### src/core/phc_pkg.sv
// package: register map, defaults, field positions and types of the packet settings group
// Summary of operation
// - With fixed-length format the seven-bit length field sets the payload byte count for transmit and receive.
// - With variable-length format the length field is the largest receive payload and is not used for transmit.
// - An eight-bit node address, reset to zero, is held and compared against received packets.
// - Format bit 7 clear (default) selects fixed length, set selects variable length.
// - Preamble size codes 00, 01, 10, 11 give one to four bytes, default 10 giving three.
// - Filter mode 00 (default) accepts all, 01 node only, 10 node or 0x00, 11 node, 0x00 or 0xff; others rejected.
// - A read-only bit shows the current packet's CRC result, 1 pass and 0 fail.
// - Auto-clear bit clear (default) flushes the FIFO on CRC failure; set keeps the FIFO.
// - In standby the host may write the FIFO when the direction bit is 0 (default) and read it when 1.
package phc_pkg;
  localparam logic [4:0] ADDR_CODING = 5'h1c;
  localparam logic [4:0] ADDR_NODE = 5'h1d;
  localparam logic [4:0] ADDR_FORMAT = 5'h1e;
  localparam logic [4:0] ADDR_FIFOCTL = 5'h1f;
  localparam logic [7:0] RST_CODING = 8'h00;
  localparam logic [7:0] RST_NODE = 8'h00;
  localparam logic [7:0] RST_FORMAT = 8'h48;
  localparam logic [7:0] RST_FIFOCTL = 8'h00;
  localparam int BIT_MANCH = 7;
  localparam int BIT_VARLEN = 7;
  localparam int BIT_PRE_HI = 6;
  localparam int BIT_PRE_LO = 5;
  localparam int BIT_WHITEN = 4;
  localparam int BIT_CRC_ON = 3;
  localparam int BIT_FILT_HI = 2;
  localparam int BIT_FILT_LO = 1;
  localparam int BIT_CRC_STAT = 0;
  localparam int BIT_AUTOCLR_OFF = 7;
  localparam int BIT_STBY_READ = 6;
  localparam logic [7:0] BCAST_ZERO = 8'h00;
  localparam logic [7:0] BCAST_ONES = 8'hff;
  localparam logic [1:0] FILT_OFF = 2'h0;
  localparam logic [1:0] FILT_NODE = 2'h1;
  localparam logic [1:0] FILT_NODE_ZERO = 2'h2;
  localparam int FIFO_DEPTH = 8;
  localparam int DATA_W = 8;

  typedef enum logic [1:0] {
    PHC_RX_IDLE = 2'b00,
    PHC_RX_ADDR = 2'b01,
    PHC_RX_DATA = 2'b10,
    PHC_RX_DROP = 2'b11
  } phc_rx_state_t;

  // settings handed to the modem datapath
  typedef struct packed {
    logic manchester_en;
    logic whitening_en;
    logic crc_en;
    logic var_len;
    logic [2:0] preamble_bytes;
    logic [6:0] tx_length;
  } phc_cfg_t;
endpackage : phc_pkg

### src/core/phc_fifo.sv
// file: parameterised flip-flop FIFO with valid/ready on both sides and a flush
module phc_fifo #(
  parameter int WIDTH = 8,
  parameter int DEPTH = 8
) (
  input wire logic clk_sys_i,
  input wire logic reset_i,
  input wire logic flush_i,
  input wire logic in_valid_i,
  output logic in_ready_o,
  input wire logic [WIDTH-1:0] in_data_i,
  output logic out_valid_o,
  input wire logic out_ready_i,
  output logic [WIDTH-1:0] out_data_o
);
  localparam int AW = $clog2(DEPTH);
  localparam logic [AW:0] CNT_FULL = (AW + 1)'(DEPTH);
  logic [WIDTH-1:0] mem_q [DEPTH];
  logic [AW-1:0] wr_q;
  logic [AW-1:0] rd_q;
  logic [AW:0] cnt_q;
  logic [AW:0] cnt_d;
  logic room_q; // registered not-full, so the ready output comes from a flop
  logic empty_q;
  logic push;
  logic pop;

  assign push = in_valid_i && room_q;
  assign pop = out_ready_i && !empty_q;
  assign in_ready_o = room_q;
  assign out_valid_o = !empty_q;
  assign out_data_o = mem_q[rd_q];

  // next occupancy
  always_comb begin
    cnt_d = cnt_q;
    if (flush_i) begin
      cnt_d = '0;
    end else if (push && !pop) begin
      cnt_d = cnt_q + 1'b1;
    end else if (pop && !push) begin
      cnt_d = cnt_q - 1'b1;
    end
  end

  // storage write
  always_ff @(posedge clk_sys_i) begin
    if (push && !flush_i) begin
      mem_q[wr_q] <= in_data_i;
    end
  end

  // pointers, count and registered flags
  always_ff @(posedge clk_sys_i) begin
    if (reset_i || flush_i) begin
      wr_q <= '0;
      rd_q <= '0;
      cnt_q <= '0;
      room_q <= 1'b1;
      empty_q <= 1'b1;
    end else begin
      if (push) wr_q <= (wr_q == AW'(DEPTH - 1)) ? '0 : wr_q + 1'b1;
      if (pop) rd_q <= (rd_q == AW'(DEPTH - 1)) ? '0 : rd_q + 1'b1;
      cnt_q <= cnt_d;
      room_q <= (cnt_d != CNT_FULL);
      empty_q <= (cnt_d == '0);
    end
  end
endmodule : phc_fifo

### src/core/phc_top.sv
// file: packet settings registers, receive length/address filter and FIFO access control
module phc_top #(
  parameter int FIFO_DEPTH = phc_pkg::FIFO_DEPTH
) (
  input wire logic clk_sys_i,
  input wire logic reset_i,
  input wire logic [4:0] cfg_addr_i,
  input wire logic [7:0] cfg_wdata_i,
  input wire logic cfg_wr_i,
  input wire logic cfg_rd_i,
  output logic [7:0] cfg_rdata_o,
  output phc_pkg::phc_cfg_t cfg_o,
  input wire logic standby_i,
  input wire logic rx_valid_i,
  input wire logic rx_start_i,
  input wire logic [7:0] rx_data_i,
  output logic rx_ready_o,
  input wire logic crc_done_i,
  input wire logic crc_ok_i,
  input wire logic fifo_wr_i,
  input wire logic [7:0] fifo_wdata_i,
  input wire logic fifo_rd_i,
  output logic [7:0] fifo_rdata_o,
  output logic fifo_rvalid_o,
  output logic fifo_empty_o,
  output logic pkt_drop_o
);
  logic [7:0] coding_q;
  logic [7:0] node_q;
  logic [7:0] format_q;
  logic [7:0] fifoctl_q;
  logic crc_stat_q;
  phc_pkg::phc_rx_state_t rx_q;
  logic [6:0] remain_q;
  logic fifo_in_valid;
  logic fifo_in_ready;
  logic [7:0] fifo_in_data;
  logic fifo_out_valid;
  logic fifo_out_ready;
  logic [7:0] fifo_out_data;
  logic flush;
  logic var_len;
  logic [6:0] len_field;
  logic [1:0] filt;
  logic host_wr_ok;
  logic host_rd_ok;
  logic rx_take;
  logic rx_push;

  // address acceptance under the selected filter mode
  function automatic logic addr_ok(input logic [1:0] mode, input logic [7:0] node, input logic [7:0] a);
    logic ok;
    ok = 1'b0;
    case (mode)
      phc_pkg::FILT_OFF: ok = 1'b1;
      phc_pkg::FILT_NODE: ok = (a == node);
      phc_pkg::FILT_NODE_ZERO: ok = (a == node) || (a == phc_pkg::BCAST_ZERO);
      default: ok = (a == node) || (a == phc_pkg::BCAST_ZERO) || (a == phc_pkg::BCAST_ONES);
    endcase
    return ok;
  endfunction : addr_ok

  assign var_len = format_q[phc_pkg::BIT_VARLEN];
  assign len_field = coding_q[6:0];
  assign filt = format_q[phc_pkg::BIT_FILT_HI:phc_pkg::BIT_FILT_LO];
  // standby access direction; outside standby the host drains received data
  assign host_wr_ok = standby_i && !fifoctl_q[phc_pkg::BIT_STBY_READ];
  assign host_rd_ok = !standby_i || fifoctl_q[phc_pkg::BIT_STBY_READ];
  assign rx_take = rx_valid_i && rx_ready_o && !standby_i;
  assign rx_push = rx_take && !(rx_start_i && var_len) && (rx_start_i ? 1'b1 : rx_q != phc_pkg::PHC_RX_DROP)
                   && !(rx_start_i ? (len_field == '0) : 1'b0)
                   && (((rx_start_i || rx_q == phc_pkg::PHC_RX_ADDR) && filt != phc_pkg::FILT_OFF)
                       ? addr_ok(filt, node_q, rx_data_i) : 1'b1)
                   && (rx_start_i || rx_q != phc_pkg::PHC_RX_IDLE);
  assign fifo_in_valid = rx_push || (host_wr_ok && fifo_wr_i);
  assign fifo_in_data = rx_push ? rx_data_i : fifo_wdata_i;
  assign fifo_out_ready = fifo_rd_i && host_rd_ok;
  // flush on a failed check unless auto-clear is switched off
  assign flush = crc_done_i && format_q[phc_pkg::BIT_CRC_ON] && !crc_ok_i
                 && !fifoctl_q[phc_pkg::BIT_AUTOCLR_OFF];
  assign rx_ready_o = fifo_in_ready;

  phc_fifo #(
    .WIDTH(phc_pkg::DATA_W),
    .DEPTH(FIFO_DEPTH)
  ) u_fifo (
    .clk_sys_i(clk_sys_i),
    .reset_i(reset_i),
    .flush_i(flush),
    .in_valid_i(fifo_in_valid),
    .in_ready_o(fifo_in_ready),
    .in_data_i(fifo_in_data),
    .out_valid_o(fifo_out_valid),
    .out_ready_i(fifo_out_ready),
    .out_data_o(fifo_out_data)
  );

  // settings register writes
  always_ff @(posedge clk_sys_i) begin
    if (reset_i) begin
      coding_q <= phc_pkg::RST_CODING;
      node_q <= phc_pkg::RST_NODE;
      format_q <= phc_pkg::RST_FORMAT;
      fifoctl_q <= phc_pkg::RST_FIFOCTL;
    end else if (cfg_wr_i) begin
      case (cfg_addr_i)
        phc_pkg::ADDR_CODING: coding_q <= cfg_wdata_i;
        phc_pkg::ADDR_NODE: node_q <= cfg_wdata_i;
        phc_pkg::ADDR_FORMAT: format_q <= cfg_wdata_i;
        phc_pkg::ADDR_FIFOCTL: fifoctl_q <= cfg_wdata_i;
        default: ;
      endcase
    end
  end

  // read-only check result, follows each finished packet
  always_ff @(posedge clk_sys_i) begin
    if (reset_i) begin
      crc_stat_q <= 1'b0;
    end else if (crc_done_i) begin
      crc_stat_q <= crc_ok_i || !format_q[phc_pkg::BIT_CRC_ON];
    end
  end

  // register read port, unmapped addresses read zero
  always_ff @(posedge clk_sys_i) begin
    if (reset_i) begin
      cfg_rdata_o <= '0;
    end else if (cfg_rd_i) begin
      case (cfg_addr_i)
        phc_pkg::ADDR_CODING: cfg_rdata_o <= coding_q;
        phc_pkg::ADDR_NODE: cfg_rdata_o <= node_q;
        phc_pkg::ADDR_FORMAT: cfg_rdata_o <= {format_q[7:1], crc_stat_q};
        phc_pkg::ADDR_FIFOCTL: cfg_rdata_o <= fifoctl_q;
        default: cfg_rdata_o <= '0;
      endcase
    end
  end

  // settings presented to the modem
  always_ff @(posedge clk_sys_i) begin
    if (reset_i) begin
      cfg_o <= '0;
    end else begin
      cfg_o.manchester_en <= coding_q[phc_pkg::BIT_MANCH];
      cfg_o.whitening_en <= format_q[phc_pkg::BIT_WHITEN];
      cfg_o.crc_en <= format_q[phc_pkg::BIT_CRC_ON];
      cfg_o.var_len <= var_len;
      cfg_o.preamble_bytes <= {1'b0, format_q[phc_pkg::BIT_PRE_HI:phc_pkg::BIT_PRE_LO]} + 3'h1;
      cfg_o.tx_length <= var_len ? 7'h00 : len_field;
    end
  end

  // receive packet walker: length, address filter, payload count
  always_ff @(posedge clk_sys_i) begin
    if (reset_i || standby_i) begin
      rx_q <= phc_pkg::PHC_RX_IDLE;
      remain_q <= '0;
      pkt_drop_o <= 1'b0;
    end else begin
      pkt_drop_o <= 1'b0;
      if (rx_take && rx_start_i) begin
        if (var_len) begin
          if (rx_data_i[7:0] == 8'h00 || rx_data_i > {1'b0, len_field}) begin
            rx_q <= phc_pkg::PHC_RX_DROP;
            pkt_drop_o <= 1'b1;
          end else begin
            rx_q <= (filt != phc_pkg::FILT_OFF) ? phc_pkg::PHC_RX_ADDR : phc_pkg::PHC_RX_DATA;
            remain_q <= rx_data_i[6:0];
          end
        end else if (len_field == '0) begin
          rx_q <= phc_pkg::PHC_RX_DROP;
          pkt_drop_o <= 1'b1;
        end else if (filt != phc_pkg::FILT_OFF && !addr_ok(filt, node_q, rx_data_i)) begin
          // swallow the rest of the rejected packet, then go idle
          rx_q <= (len_field == 7'h01) ? phc_pkg::PHC_RX_IDLE : phc_pkg::PHC_RX_DROP;
          remain_q <= len_field - 7'h01;
          pkt_drop_o <= 1'b1;
        end else begin
          rx_q <= (len_field == 7'h01) ? phc_pkg::PHC_RX_IDLE : phc_pkg::PHC_RX_DATA;
          remain_q <= len_field - 7'h01;
        end
      end else if (rx_take) begin
        case (rx_q)
          phc_pkg::PHC_RX_ADDR: begin
            if (!addr_ok(filt, node_q, rx_data_i)) begin
              rx_q <= (remain_q == 7'h01) ? phc_pkg::PHC_RX_IDLE : phc_pkg::PHC_RX_DROP;
              remain_q <= remain_q - 7'h01;
              pkt_drop_o <= 1'b1;
            end else begin
              rx_q <= (remain_q == 7'h01) ? phc_pkg::PHC_RX_IDLE : phc_pkg::PHC_RX_DATA;
              remain_q <= remain_q - 7'h01;
            end
          end
          phc_pkg::PHC_RX_DATA, phc_pkg::PHC_RX_DROP: begin
            remain_q <= remain_q - 7'h01;
            if (remain_q == 7'h01) rx_q <= phc_pkg::PHC_RX_IDLE;
          end
          default: rx_q <= phc_pkg::PHC_RX_IDLE;
        endcase
      end
    end
  end

  // host read data and status
  always_ff @(posedge clk_sys_i) begin
    if (reset_i) begin
      fifo_rdata_o <= '0;
      fifo_rvalid_o <= 1'b0;
      fifo_empty_o <= 1'b1;
    end else begin
      fifo_rvalid_o <= fifo_out_ready && fifo_out_valid;
      if (fifo_out_ready && fifo_out_valid) fifo_rdata_o <= fifo_out_data;
      fifo_empty_o <= !fifo_out_valid;
    end
  end
endmodule : phc_top

### config.mk
export PLATFORM = sky130hd
export DESIGN_NAME = phc_top
export DESIGN_NICKNAME = d
export VERILOG_FILES = /design/src/core/phc_pkg.sv /design/src/core/phc_fifo.sv /design/src/core/phc_top.sv
export SDC_FILE = /design/constraint.sdc
export NUM_CORES = 1
export LEC_CHECK = 0
export BUFFER_PORTS_ARGS = -buffer_cell sky130_fd_sc_hd__buf_4
export CAP_MARGIN = 30
export CORE_MARGIN = 4
export CORE_UTILIZATION = 40
export CTS_CLUSTER_DIAMETER = 150
export CTS_CLUSTER_SIZE = 28
export DETAILED_ROUTE_END_ITERATION = 8
export PLACE_DENSITY_LB_ADDON = 0.05
export SLEW_MARGIN = 20
export SYNTH_ARGS = -nofsm -noshare
export SYNTH_HDL_FRONTEND = slang
export SYNTH_SLANG_ARGS = --single-unit
### constraint.sdc
create_clock -name clk_sys_i -period 3.32 [get_ports clk_sys_i]
set_input_delay 0.166 -clock clk_sys_i [delete_from_list [all_inputs] [get_ports clk_sys_i]]
set_output_delay 0.166 -clock clk_sys_i [all_outputs]
set_load 0.005 [all_outputs]
== Yosys cells after proc, flatten, opt, wreduce, memory -nomap -nowiden ==
Memories as Yosys holds them, arrays and structs flattened. A register that Yosys moved wholly into a read port is not among the register bits.
Cells that the tools add are included.

* Output and inout bits: 34
* Input bits: 40
* Memories: 1
* Register bits after elaboration: 79
* RAM bits: 64

{| class="wikitable"
|+ Memory list
! name !! words !! width !! rd ports !! clocked after memory_dff !! wr ports !! RTL line !! RTL
|-
| u_fifo.mem_q || 8 || 8 || 1 || 1 || 1 || phc_fifo.sv:18 || <nowiki>logic [WIDTH-1:0] mem_q [DEPTH];</nowiki>
|}

* Equality and inequality tests: 20
* Multiplexer cells: 49
* $add $sub $neg: 7
* Order comparisons: 1
* Reductions and logical operators: 61

{| class="wikitable"
|+ Operators by type and width
! cell !! count
|-
| two-way mux 7 bit || 6
|-
| one-hot mux 8 bit (4 select lines) || 1
|-
| two-way mux 2 bit || 13
|-
| logical AND 1 bit || 22
|-
| two-way mux 1 bit || 21
|-
| equality test 5 bit (second input constant) || 4
|-
| equality test 7 x 1 -> 1 bit (second input constant) || 2
|-
| subtractor 7 x 1 -> 7 bit (second input constant) || 2
|-
| logical NOT 1 bit || 12
|-
| two-way mux 4 bit || 3
|-
| logical OR 1 bit || 10
|-
| AND reduction 2 bit || 5
|-
| != test 3 bit (second input constant) || 3
|-
| equality test 8 bit || 1
|-
| equality test 8 bit (second input constant) || 1
|-
| > comparator 8 x 7 -> 1 bit || 1
|-
| logical NOT 8 bit || 1
|-
| two-way mux 8 bit || 1
|-
| nonzero test 2 bit || 4
|-
| logical NOT 7 bit || 1
|-
| adder 3 x 1 -> 3 bit (second input constant) || 2
|-
| equality test 2 bit (second input constant) || 3
|-
| equality test 3 bit (second input constant) || 2
|-
| two-way mux 3 bit || 2
|-
| other kinds (13) || 15
|}

== Logic depth before layout (Yosys ltp) ==
Gate-level depths: netlist of run 1.

* Depth in word-level cells: 15
* Gate-level depth with buffers: 11

== Cells and area by module ==
A second synthesis of run 1 with hierarchy kept.

* Cells, all modules: 617
* Area, all modules: 6914.1 µm²

{| class="wikitable"
|+ Modules (own cells, without submodules)
! module !! cells an instance !! area each (µm²) !! sequential area each (µm²) !! times used
|-
| phc_top || 435 || 3712.3 || 1481.4 || 1
|-
| phc_fifo || 182 || 3201.8 || 2222.1 || 1
|}

== Least setup slack after synthesis of run 1 ==
Ideal clock, no wire load.

* Path kind: register to register
* Start point: register coding_q[0]
* End point: memory u_fifo.mem_q[0][0] (enable)
* Setup time: 0.383 ns
* Cell stages (with the launch flop): 9
* Setup slack: 0.457 ns
* Clock period less this slack: 2.863 ns
* Arrival time: 2.479 ns
* Data required time: 2.937 ns
* Path through: dfxtp_1 -> inv_1 -> ha_1 -> a311oi_1 -> o21ai_0 -> a41oi_4 -> buf_6 -> or3b_4 -> nor3_1

* Cells in the longest elaborated chain, start to end: 11

{| class="wikitable"
|+ RTL lines
! element !! RTL line !! RTL
|-
| start: declaration || phc_top.sv:28 || <nowiki>logic [7:0] coding_q;</nowiki>
|-
| start signal: assignment || phc_top.sv:101 || <nowiki>coding_q <= phc_pkg::RST_CODING;</nowiki>
|-
| start signal: assignment || phc_top.sv:107 || <nowiki>phc_pkg::ADDR_CODING: coding_q <= cfg_wdata_i;</nowiki>
|-
| logical NOT 7 bit || phc_top.sv:71 || <nowiki>&& !(rx_start_i ? (len_field == '0) : 1'b0)</nowiki>
|-
| two-way mux 1 bit || phc_top.sv:71 ||
|-
| logical NOT 1 bit || phc_top.sv:71 ||
|-
| logical AND 1 bit || phc_top.sv:71 ||
|-
| logical AND 1 bit || phc_top.sv:72 || <nowiki>&& (((rx_start_i || rx_q == phc_pkg::PHC_RX_ADDR) && filt != phc_pkg::FILT_OFF)</nowiki>
|-
| logical AND 1 bit || phc_top.sv:74 || <nowiki>&& (rx_start_i || rx_q != phc_pkg::PHC_RX_IDLE);</nowiki>
|-
| logical OR 1 bit || phc_top.sv:75 || <nowiki>assign fifo_in_valid = rx_push || (host_wr_ok && fifo_wr_i);</nowiki>
|-
| logical AND 1 bit || phc_fifo.sv:28 || <nowiki>assign push = in_valid_i && room_q;</nowiki>
|-
| logical AND 1 bit || phc_fifo.sv:48 || <nowiki>if (push && !flush_i) begin</nowiki>
|-
| two-way mux 1 bit || phc_fifo.sv:48 ||
|-
| two-way mux 1 bit (not written as such) || phc_fifo.sv:49 || <nowiki>mem_q[wr_q] <= in_data_i;</nowiki>
|-
| end: declaration || phc_fifo.sv:18 ||
|}

No other way between the ends.

== Worst setup path after layout of run 1 ==
* Start point: register coding_q[0]
* End point: memory u_fifo.mem_q[6][4] (enable)

The elaborated chain is that of the path after synthesis.

==> out/qor.yml, run 1 <==
clock_tree:
  clock_latency_ps: 420
  clockBufferDepth: 2
  ctsResizeCount: 0
  cts_tree: "yes"
  clk_pin_slew_ps: 60
  cts_setup_buffers: 0
  cts_buffers: 17
  clock_sinks: 150
  htreeDepth: 4
  root_buffer: "clkbuf_16"
layout:
  nets: 763
  final_cell_area_mm2: 0.008195
  syn2layout_area_growth_pct: 21.34
  drive_gt1_frac: 0.2256
  fillers: 1549
  num_antenna_cells: 0
critical_path:
  cp_top_family: "compound AO/OA/AOI/OAI gates"
  worst-setup-path-type: "reg2reg"
  cp_max_fo: 13
  reg2reg_from: "coding_q[0]"
  slowest_delay_ps: 470
  critical_path.cell_chain: "inv_1 > ha_1 > a311oi_1 > o21ai_0 > a41oi_4 > buf_4 > nand3b_1 > nor3b_1 > buf_4"
  critPathBufInv: 3
  cp_common_cell: "buf_4"
  cp_slowest_cell: "dfxtp_1"
  required_ps: 3440
  cp.arrival_ps: 2790
  crit_path_start_kind: "flip-flop"
  critPathLaunch: "coding_q[0]"
  end_kind: "flip-flop"
power_and_ir_drop:
  p_switching_uw: 994.0
  p_comb_frac: 0.075
  seqPwrFrac: 0.463
  p_int_uw: 3285
  swShare: 0.2323
  leakagePower_uw: 0.002886
  irDropWorstVdd_mv: 0.4227
  power_uw: 4279
  pwr-share-clk: 0.462
  powerDensity_mw_per_mm2: 522.1
place:
  place_area_mm2: 0.007575
  io_buffers: 73
  dp_hpwl_um: 12530
  gp_routability_congestion: 0.8465
global_routing:
  grt_max_degree: 68
  grt.total_usage: 0.1930
  grt_pass1_vias: 4857
  grt_overflow_total: 0
  antenna_found_initial: 0
  grt_pass1_wl_um: 27500
drt:
  drtIter0Drc: 330
  vias: 5124
  avgViaCountPerCell: 5.463
  antenna_left: 0
  avgRoutedWirePerCell_um: 19.03
  wl_um: 17850
  first_pass_iters: 5
  post-route-drc-count: 0
yosys:
  synth_cell_type_count: 58
  synth-seq-cells: 150
  synth_edf_count: 64
  netlist_area_mm2: 0.006754
  ys.flop_type: "dfxtp_1"
  async_flop_share: 0
  synth_warnings: 0
  synth_area_leader_cell: "edfxtp_1"
  synth_common_cells: "86 x dfxtp_1, 65 x a21oi_1, 64 x edfxtp_1, 63 x nand2_1, 49 x nor2_1"
  synth_area_per_cell_um2: 10.77
  ys_seq_area_frac: 0.5395
  synth_fp_nets: 685
  yosysMostFrequentCell: "dfxtp_1"
  synthCells: 627
  synth.top_cell.area_share: 0.2845
  synth_area_leaders: "edfxtp_1 28%, dfxtp_1 25%, mux4_2 5.3%, a21oi_1 4.8%, nand2_1 3.5%"
run_status:
  status: "completed"
timing:
  maxSlewViolCount: 0
  rsz0062_at_grt: "false"
  worst_slew_pin_slew_ps: 932.4
  timing.hold.ws_ps: 23.49
  fin_crit_sh: 0.8046
  max_freq_mhz: 374.3
  fin_setup_tns_ps: 0
  finalSetupViolCount: 0
  slew_headroom: 0.3775
  fin_worst_skew_ps: 8.491
  min_period_ps: 2671
  hold_viol: 0
floorplanning:
  num_io_pins: 74
  rows: 47
  initial_core_util: 0.4073
  die_w_um: 137.9
  fp.dieH_um: 137.9
  core_mm2: 0.01658
  dieArea_mm2: 0.01903
min_path:
  holdCritPathClass: "in2reg"
  worstHoldStart: "crc_ok_i"
run:
  maxCapViolations: 0
-- state kept, by name, summed over array words and instances (netlist names) --
register,count
format_q,7
coding_q,8
u_fifo.wr_q,3
node_q,8
fifo_rdata_o,8
u_fifo.mem_q,64
cfg_rdata_o,8
u_fifo.rd_q,3
fifo_empty_o,1
pkt_drop_o,1
cfg_o,14
fifo_rvalid_o,1
u_fifo.cnt_q,4
rx_q,2
crc_stat_q,1
u_fifo.empty_q,1
fifoctl_q,8
u_fifo.in_ready_o,1
remain_q,7
-- layer usage --
layer / share of wire / routed length, µm / vias up / global-route usage
met3: 0.045 / 802 / 26 / 0.04463
met5: 0 / 0 / - / 0
met2: 0.46 / 8281 / 111 / 0.3004
li1: - / - / 2473 / -
met1: 0.47 / 8466 / 2514 / 0.2666
met4: 0.017 / 298 / 0 / 0.06476
-- layout make-up --
class	instances	area [µm²]	area share
Sequential cell	150	3643	0.4446
Multi-Input combinational cell	425	2909	0.3550
Timing Repair Buffer	92	693.2	0.08458
Clock buffer	18	429.2	0.05237
Tap cell	220	275.3	0.03359
Clock inverter	14	173.9	0.02122
Inverter	19	71.32	0.008702
-- cells by family after synthesis --
logic type / synth area share
buffers and inverters: 0.03057
adder cells (fa/ha/maj): 0.03335
AO/OA/AOI/OAI: 0.1373
XOR/XNOR: 0.02205
flip-flops: 0.5395
AND/OR/NAND/NOR: 0.1528
multiplexers: 0.08448
-- worst register-to-register path, stage by stage, from the launching register on --
cell and delay [ps]:
dfxtp_1 470, inv_1 110, ha_1 260, a311oi_1 260, o21ai_0 200, a41oi_4 210, buf_4 230, nand3b_1 160
nor3b_1 220, buf_4 240
-- placed cells by master, fill, tap and decap left out, types with 5 or more instances in the layout --
| cell | count |
|---|---|
| nand3_1 | 25 |
| clkbuf_16 | 17 |
| or2_2 | 5 |
| edfxtp_1 | 64 |
| a211oi_1 | 12 |
| nand3b_1 | 8 |
| and3_1 | 6 |
| mux2_2 | 8 |
| o21ai_0 | 14 |
| xor2_1 | 8 |
| buf_4 | 91 |
| nor2b_1 | 7 |
| a21oi_1 | 65 |
| a31oi_1 | 6 |
| nor2_1 | 49 |
| xnor2_1 | 9 |
| dfxtp_1 | 86 |
| a22oi_1 | 16 |
| nor3_1 | 19 |
| inv_1 | 19 |
| nand2_1 | 63 |
| mux4_2 | 16 |
| o311ai_0 | 6 |
| mux2i_1 | 12 |
| ha_1 | 18 |
| o31ai_1 | 5 |
-- power by group through the flow --
stage          Clock [µW]  Sequential, µW  Combinational, µW
2_1_floorplan           0            2010                191
5_1_grt              2100            1980                349
3_5_place_dp            0            2020                318
3_3_place_gp            0            2020                311
4_1_cts              2010            1980                320
6_report             1980            1980                319
-- timing repair --
action | 4_1_cts | 5_1_grt
hold buffers | 1 | 0
setup endpoints to repair | 0 | 0
endpoints found under the hold margin | 1 | 0
-- stage by stage --
stage               utilization  std cells  worst slack, ps
floorplan                     -        627            457.5
global placement         0.4568        904            694.5
detailed placement       0.4568        904            654.5
CTS                      0.4937        937            630.9
global route             0.4942        938            405.6
finish                   0.4942        938            648.6
-- final timing paths --
check / endpoint / slack (ps) / cells past startpoint
worst min register to register: fifoctl_q[0] / 460 / 2
worst max-delay path: u_fifo.mem_q[6][4] / 650 / 9
worst min-delay path: crc_stat_q / 20 / 3
worst max register to register: u_fifo.mem_q[6][4] / 650 / 9
No activity file was read; power rests on OpenSTA's default activity.
==> run 2: changes to the inputs <==
Clock period 3.32 ns to 2.7 ns, I/O delays scaled along.
==> out/qor.yml, run 2 (synthesis results as in run 1) <==
layout:
  final_cell_mix: "103 x buf_4, 86 x dfxtp_1, 65 x a21oi_1"
  nets: 786  # +3.0%
  fin_util: 0.5091  # +0.01486
  fin_cells: 961  # +2.5%
  syn2layout_area_growth_pct: 24.99
  largest_reg_flops: 64  # unchanged
  top_register: "u_fifo.mem_q"
  num_antenna_cells: 0  # unchanged
  final_common_cell: "buf_4"
  drive_gt1_frac: 0.2470  # +0.02134
  largestRegisters: "u_fifo.mem_q (64), cfg_o (14)"
clock_tree:
  clockBufferDepth: 2  # unchanged
  clock_latency_ps: 420  # about the same
  cts_tree: "yes"
  cts_buffers: 17  # unchanged
  clock_sinks: 150  # unchanged
  clk_pin_slew_ps: 70  # about the same
  root_buffer: "clkbuf_16"
  htreeDepth: 4  # unchanged
drt:
  avgViaCountPerCell: 5.445  # -0.32%
  drtIter0Drc: 354  # +7.3%
  post-route-drc-count: 0  # unchanged
  avgRoutedWirePerCell_um: 18.77  # -1.4%
  first_pass_iters: 5  # unchanged
  vias: 5233  # +2.1%
  antenna_left: 0  # unchanged
  wl_um: 18040  # +1.1%
place:
  placed_cells: 919  # +1.7%
  place_worst_setup_slack_ps: 87.84  # -566.7 ps
  gp_routability_congestion: 0.8650  # +2.2%
  dp_hpwl_um: 12860  # +2.6%
  io_buffers: 73  # unchanged
timing:
  slew_headroom: 0.4436  # +0.06609
  worst_slew_pin_slew_ps: 833.4  # -98.99 ps
  maxSlewViolCount: 0  # unchanged
  hold_viol: 0  # unchanged
  fin_crit_sh: 0.9395  # +0.1348
  fin_setup_tns_ps: 0  # unchanged
  max_freq_mhz: 394.2  # +5.3%
  finalSetupViolCount: 0  # unchanged
  fin_worst_skew_ps: 9.044  # +0.5529 ps
  min_period_ps: 2537  # -134.8 ps
  setup_ws_ps: 163.4  # -485.2 ps
critical_path:
  critical_path.cell_chain: "inv_1 > ha_1 > a311oi_1 > o21ai_0 > a41oi_4 > buf_6 > nand3b_1 > nor3b_2 > buf_4"
  rrSetupSlack_ps: 160  # -490 ps
  cp_max_fo: 13  # unchanged
  worst-setup-path-type: "reg2reg"
  slowest_delay_ps: 380  # -90 ps
  cp_slowest_cell: "dfxtp_1"
  required_ps: 2820  # -620 ps
  crit_path_start_kind: "flip-flop"
  end_kind: "flip-flop"
  cp.arrival_ps: 2660  # -130 ps
power_and_ir_drop:
  powerDensity_mw_per_mm2: 627.6  # +20%
  irDropWorstVdd_mv: 0.5268  # +25%
  leakagePower_uw: 0.003031  # +5.0%
run:
  maxCapViolations: 0  # unchanged
global_routing:
  grt.total_usage: 0.1959  # +0.002846
  antenna_found_initial: 0  # unchanged
  grt_pass1_vias: 5068  # +4.3%
  grt_max_degree: 68  # unchanged
  grt_pass1_wl_um: 28030  # +2.0%
  grt_overflow_total: 0  # unchanged
min_path:
  holdCritPathClass: "in2reg"
floorplanning:
  fp.dieH_um: 137.9  # unchanged
  dieArea_mm2: 0.01903  # unchanged
  num_io_pins: 74  # unchanged
  initial_core_util: 0.4073  # unchanged
  die_w_um: 137.9  # unchanged
  rows: 47  # unchanged
  core_mm2: 0.01658  # unchanged
run_status:
  status: "completed"
==> run 2: repair_timing <==
| action | in CTS | in global routing |
|---|---|---|
| hold buffers | 10 | 0 |
| endpoints found under the hold margin | 27 | 0 |
| buffers inserted | 0 | 0 |
| setup endpoints to repair | 0 | 25 |
| resized for setup | 0 | 6 |
==> run 2: layout make-up <==
type / instances / area, µm²
Clock inverter: 13 / 157.7
Fill cell: 1498 / 8142
Multi-Input combinational cell: 425 / 2937
Clock buffer: 19 / 452.9
Timing Repair Buffer: 115 / 904.6
Tap cell: 220 / 275.3
Sequential cell: 150 / 3643
Inverter: 19 / 71.32
==> run 2: path summary, 6_finish.rpt <==
| path | from | endpoint | cells after the start |
|---|---|---|---|
| hold reg to reg | fifoctl_q[3] | fifoctl_q[3] | 2 |
| hold / removal | rx_valid_i | rx_q[1] | 3 |
| setup reg to reg | coding_q[1] | u_fifo.mem_q[6][4] | 9 |
| setup / recovery | coding_q[1] | u_fifo.mem_q[6][4] | 9 |
==> run 2: routing by layer <==
metal,vias to the layer above,wire (µm),part of all wire,GRT usage
li1,2517,-,-,-
met3,21,780,0.043,0.04245
met2,131,8525,0.47,0.3124
met1,2564,8537,0.47,0.2705
met5,-,0,0,0
met4,0,195,0.011,0.05488
==> run 2: critical path, delay by kind of cell (launching register included) <==
kind                       cells  cell delay, ps
AOI/OAI and AO/OA              3             650
buffers and inverters          3             520
and+or+nand+nor                2             450
DFF                            1             380
adders and majority gates      1             250
==> run 2: through the flow <==
step	cell area [µm²]	total power (µW)	hold slack, ps
2_1_floorplan	6759	2711	249.2
3_3_place_gp	7705	2879	351.0
3_5_place_dp	7705	2884	354.8
4_1_cts	8416	5347	68.27
5_1_grt	8442	5501	84.44
6_report	8442	5298	94.83
==> run 2: power breakdown <==
group	internal (µW)	leakage (µW)	switching, µW	total [µW]
sequential	2410	0.00127	28.9	2440
combinational	185	0.00145	229	415
clock	1440	0.000305	1010	2450
==> run 3: changes to the inputs <==
Settings changed: RECOVER_POWER set to 25.
==> out/qor.yml, run 3 (synthesis results as in run 1) <==
clock_tree:
  root_buffer: "clkbuf_16"
  cts_buffers: 17  # unchanged
  cts_tree: "yes"
  htreeDepth: 4  # unchanged
  clk_pin_slew_ps: 70  # about the same
  clockBufferDepth: 2  # unchanged
  clock_sinks: 150  # unchanged
  cts_setup_buffers: 0  # unchanged
  clock_latency_ps: 430  # about the same
global_routing:
  grt_pass1_wl_um: 28030  # unchanged
  grt_max_degree: 68  # unchanged
  antenna_found_initial: 0  # unchanged
  grt_pass1_vias: 5068  # unchanged
  grt.total_usage: 0.1959  # unchanged
  grt_overflow_total: 0  # unchanged
timing:
  max_freq_mhz: 394.1  # about the same
  slew_headroom: 0.4458  # +0.002189
  min_period_ps: 2538  # +0.9560 ps
  maxSlewViolCount: 0  # unchanged
  timing.hold.ws_ps: 94.96  # +0.1351 ps
  finalSetupViolCount: 0  # unchanged
  fin_setup_tns_ps: 0  # unchanged
  setup_ws_ps: 162.5  # -0.9560 ps
  fin_worst_skew_ps: 9.859  # +0.8144 ps
  hold_viol: 0  # unchanged
  worst_slew_pin_slew_ps: 830.1  # -3.279 ps
  fin_crit_sh: 0.9398  # about the same
critical_path:
  required_ps: 2820  # about the same
  crit_path_start_kind: "flip-flop"
  cp_max_fo: 13  # unchanged
  cp.arrival_ps: 2660  # about the same
  end_kind: "flip-flop"
  worst-setup-path-type: "reg2reg"
layout:
  fillers: 1505  # +0.47%
  final_common_cell: "dfxtp_1"
  final_cell_mix: "86 x dfxtp_1, 68 x buf_4, 65 x a21oi_1"
  largestRegisters: "u_fifo.mem_q (64), cfg_o (14)"
  largest_reg_flops: 64  # unchanged
  register_area_mm2: 0.003643  # unchanged
  top_register: "u_fifo.mem_q"
  multi_input_area_mm2: 0.002932  # -0.17%
  num_antenna_cells: 0  # unchanged
  nets: 786  # unchanged
  drive_gt1_frac: 0.2402  # -0.006748
  syn2layout_area_growth_pct: 24.69
drt:
  post-route-drc-count: 0  # unchanged
  first_pass_iters: 5  # unchanged
  wl_um: 18040  # about the same
  vias: 5230  # -0.057%
  avgRoutedWirePerCell_um: 18.77  # about the same
  drtIter0Drc: 361  # +2.0%
  avgViaCountPerCell: 5.442  # about the same
  antenna_left: 0  # unchanged
place:
  gp_routability_congestion: 0.8650  # unchanged
  place_worst_setup_slack_ps: 87.84  # unchanged
  dp_hpwl_um: 12860  # unchanged
  io_buffers: 73  # unchanged
min_path:
  holdCritPathClass: "in2reg"
power_and_ir_drop:
  irDropWorstVdd_mv: 0.5271  # about the same
  leakagePower_uw: 0.002996  # -1.1%
  power_uw: 5295  # about the same
  powerDensity_mw_per_mm2: 628.8  # +0.18%
floorplanning:
  num_io_pins: 74  # unchanged
  dieArea_mm2: 0.01903  # unchanged
  initial_core_util: 0.4073  # unchanged
  fp.dieH_um: 137.9  # unchanged
  die_w_um: 137.9  # unchanged
  rows: 47  # unchanged
  core_mm2: 0.01658  # unchanged
run_status:
  status: "completed"
run:
  maxCapViolations: 0  # unchanged
## run 3: cell types whose count changed in the layout (fill, tap and decap cells not counted)
| cell | previous run | this run |
|---|---|---|
| nor3b_2 | 5 | 4 |
| clkbuf_1 | 0 | 4 |
| and2_0 | 0 | 1 |
| buf_4 | 103 | 68 |
| nor3b_1 | 0 | 1 |
| clkbuf_4 | 0 | 31 |
| and2_1 | 4 | 3 |
## run 3: worst paths after layout
path / cells past startpoint / from / slack [ps] / to
setup reg to reg: 9 / coding_q[1] / 160 / u_fifo.mem_q[6][4]
hold / removal: 3 / rx_valid_i / 90 / rx_q[1]
hold reg to reg: 2 / fifoctl_q[4] / 460 / fifoctl_q[4]
setup / recovery: 9 / coding_q[1] / 160 / u_fifo.mem_q[6][4]
## run 3: routing by layer
| layer | routed length, µm | GRT usage | part of all wire |
|---|---|---|---|
| met1 | 8559 | 0.2705 | 0.47 |
| met2 | 8492 | 0.3124 | 0.47 |
| met3 | 791 | 0.04245 | 0.044 |
| met4 | 198 | 0.05488 | 0.011 |
| met5 | 0 | 0 | 0 |
## run 3: area by class of cell
| type | count | area share |
|---|---|---|
| Clock buffer | 19 | 0.05378 |
| Clock inverter | 13 | 0.01872 |
| Inverter | 19 | 0.008468 |
| Multi-Input combinational cell | 425 | 0.3481 |
| Sequential cell | 150 | 0.4326 |
| Tap cell | 220 | 0.03268 |
| Timing Repair Buffer | 115 | 0.1056 |
## run 3: per-stage QoR
stage,area [µm²],std cells,util
5_1_grt,8422,961,0.5078
3_3_place_gp,7705,919,0.4646
6_report,8422,961,0.5078
2_1_floorplan,6759,627,-
4_1_cts,8416,961,0.5075
3_5_place_dp,7705,919,0.4646
## run 3: worst max-delay path, cell delays in order (launching register included)
cell and delay, ps:
dfxtp_1 380, inv_1 110, ha_1 250, a311oi_1 240, o21ai_0 180, a41oi_4 230
buf_6 190, nand3b_1 210, nor3b_2 240, buf_4 220
## run 3: what timing repair did
item	CTS	global route
setup endpoints to repair	0	25
hold buffers	10	0
resized for setup	0	6
endpoints found under the hold margin	27	0
## run 3: report_power, final
part	switching, µW	internal (µW)
clock	1010	1440
combinational	229	183
sequential	28.8	2410
total	1260	4030
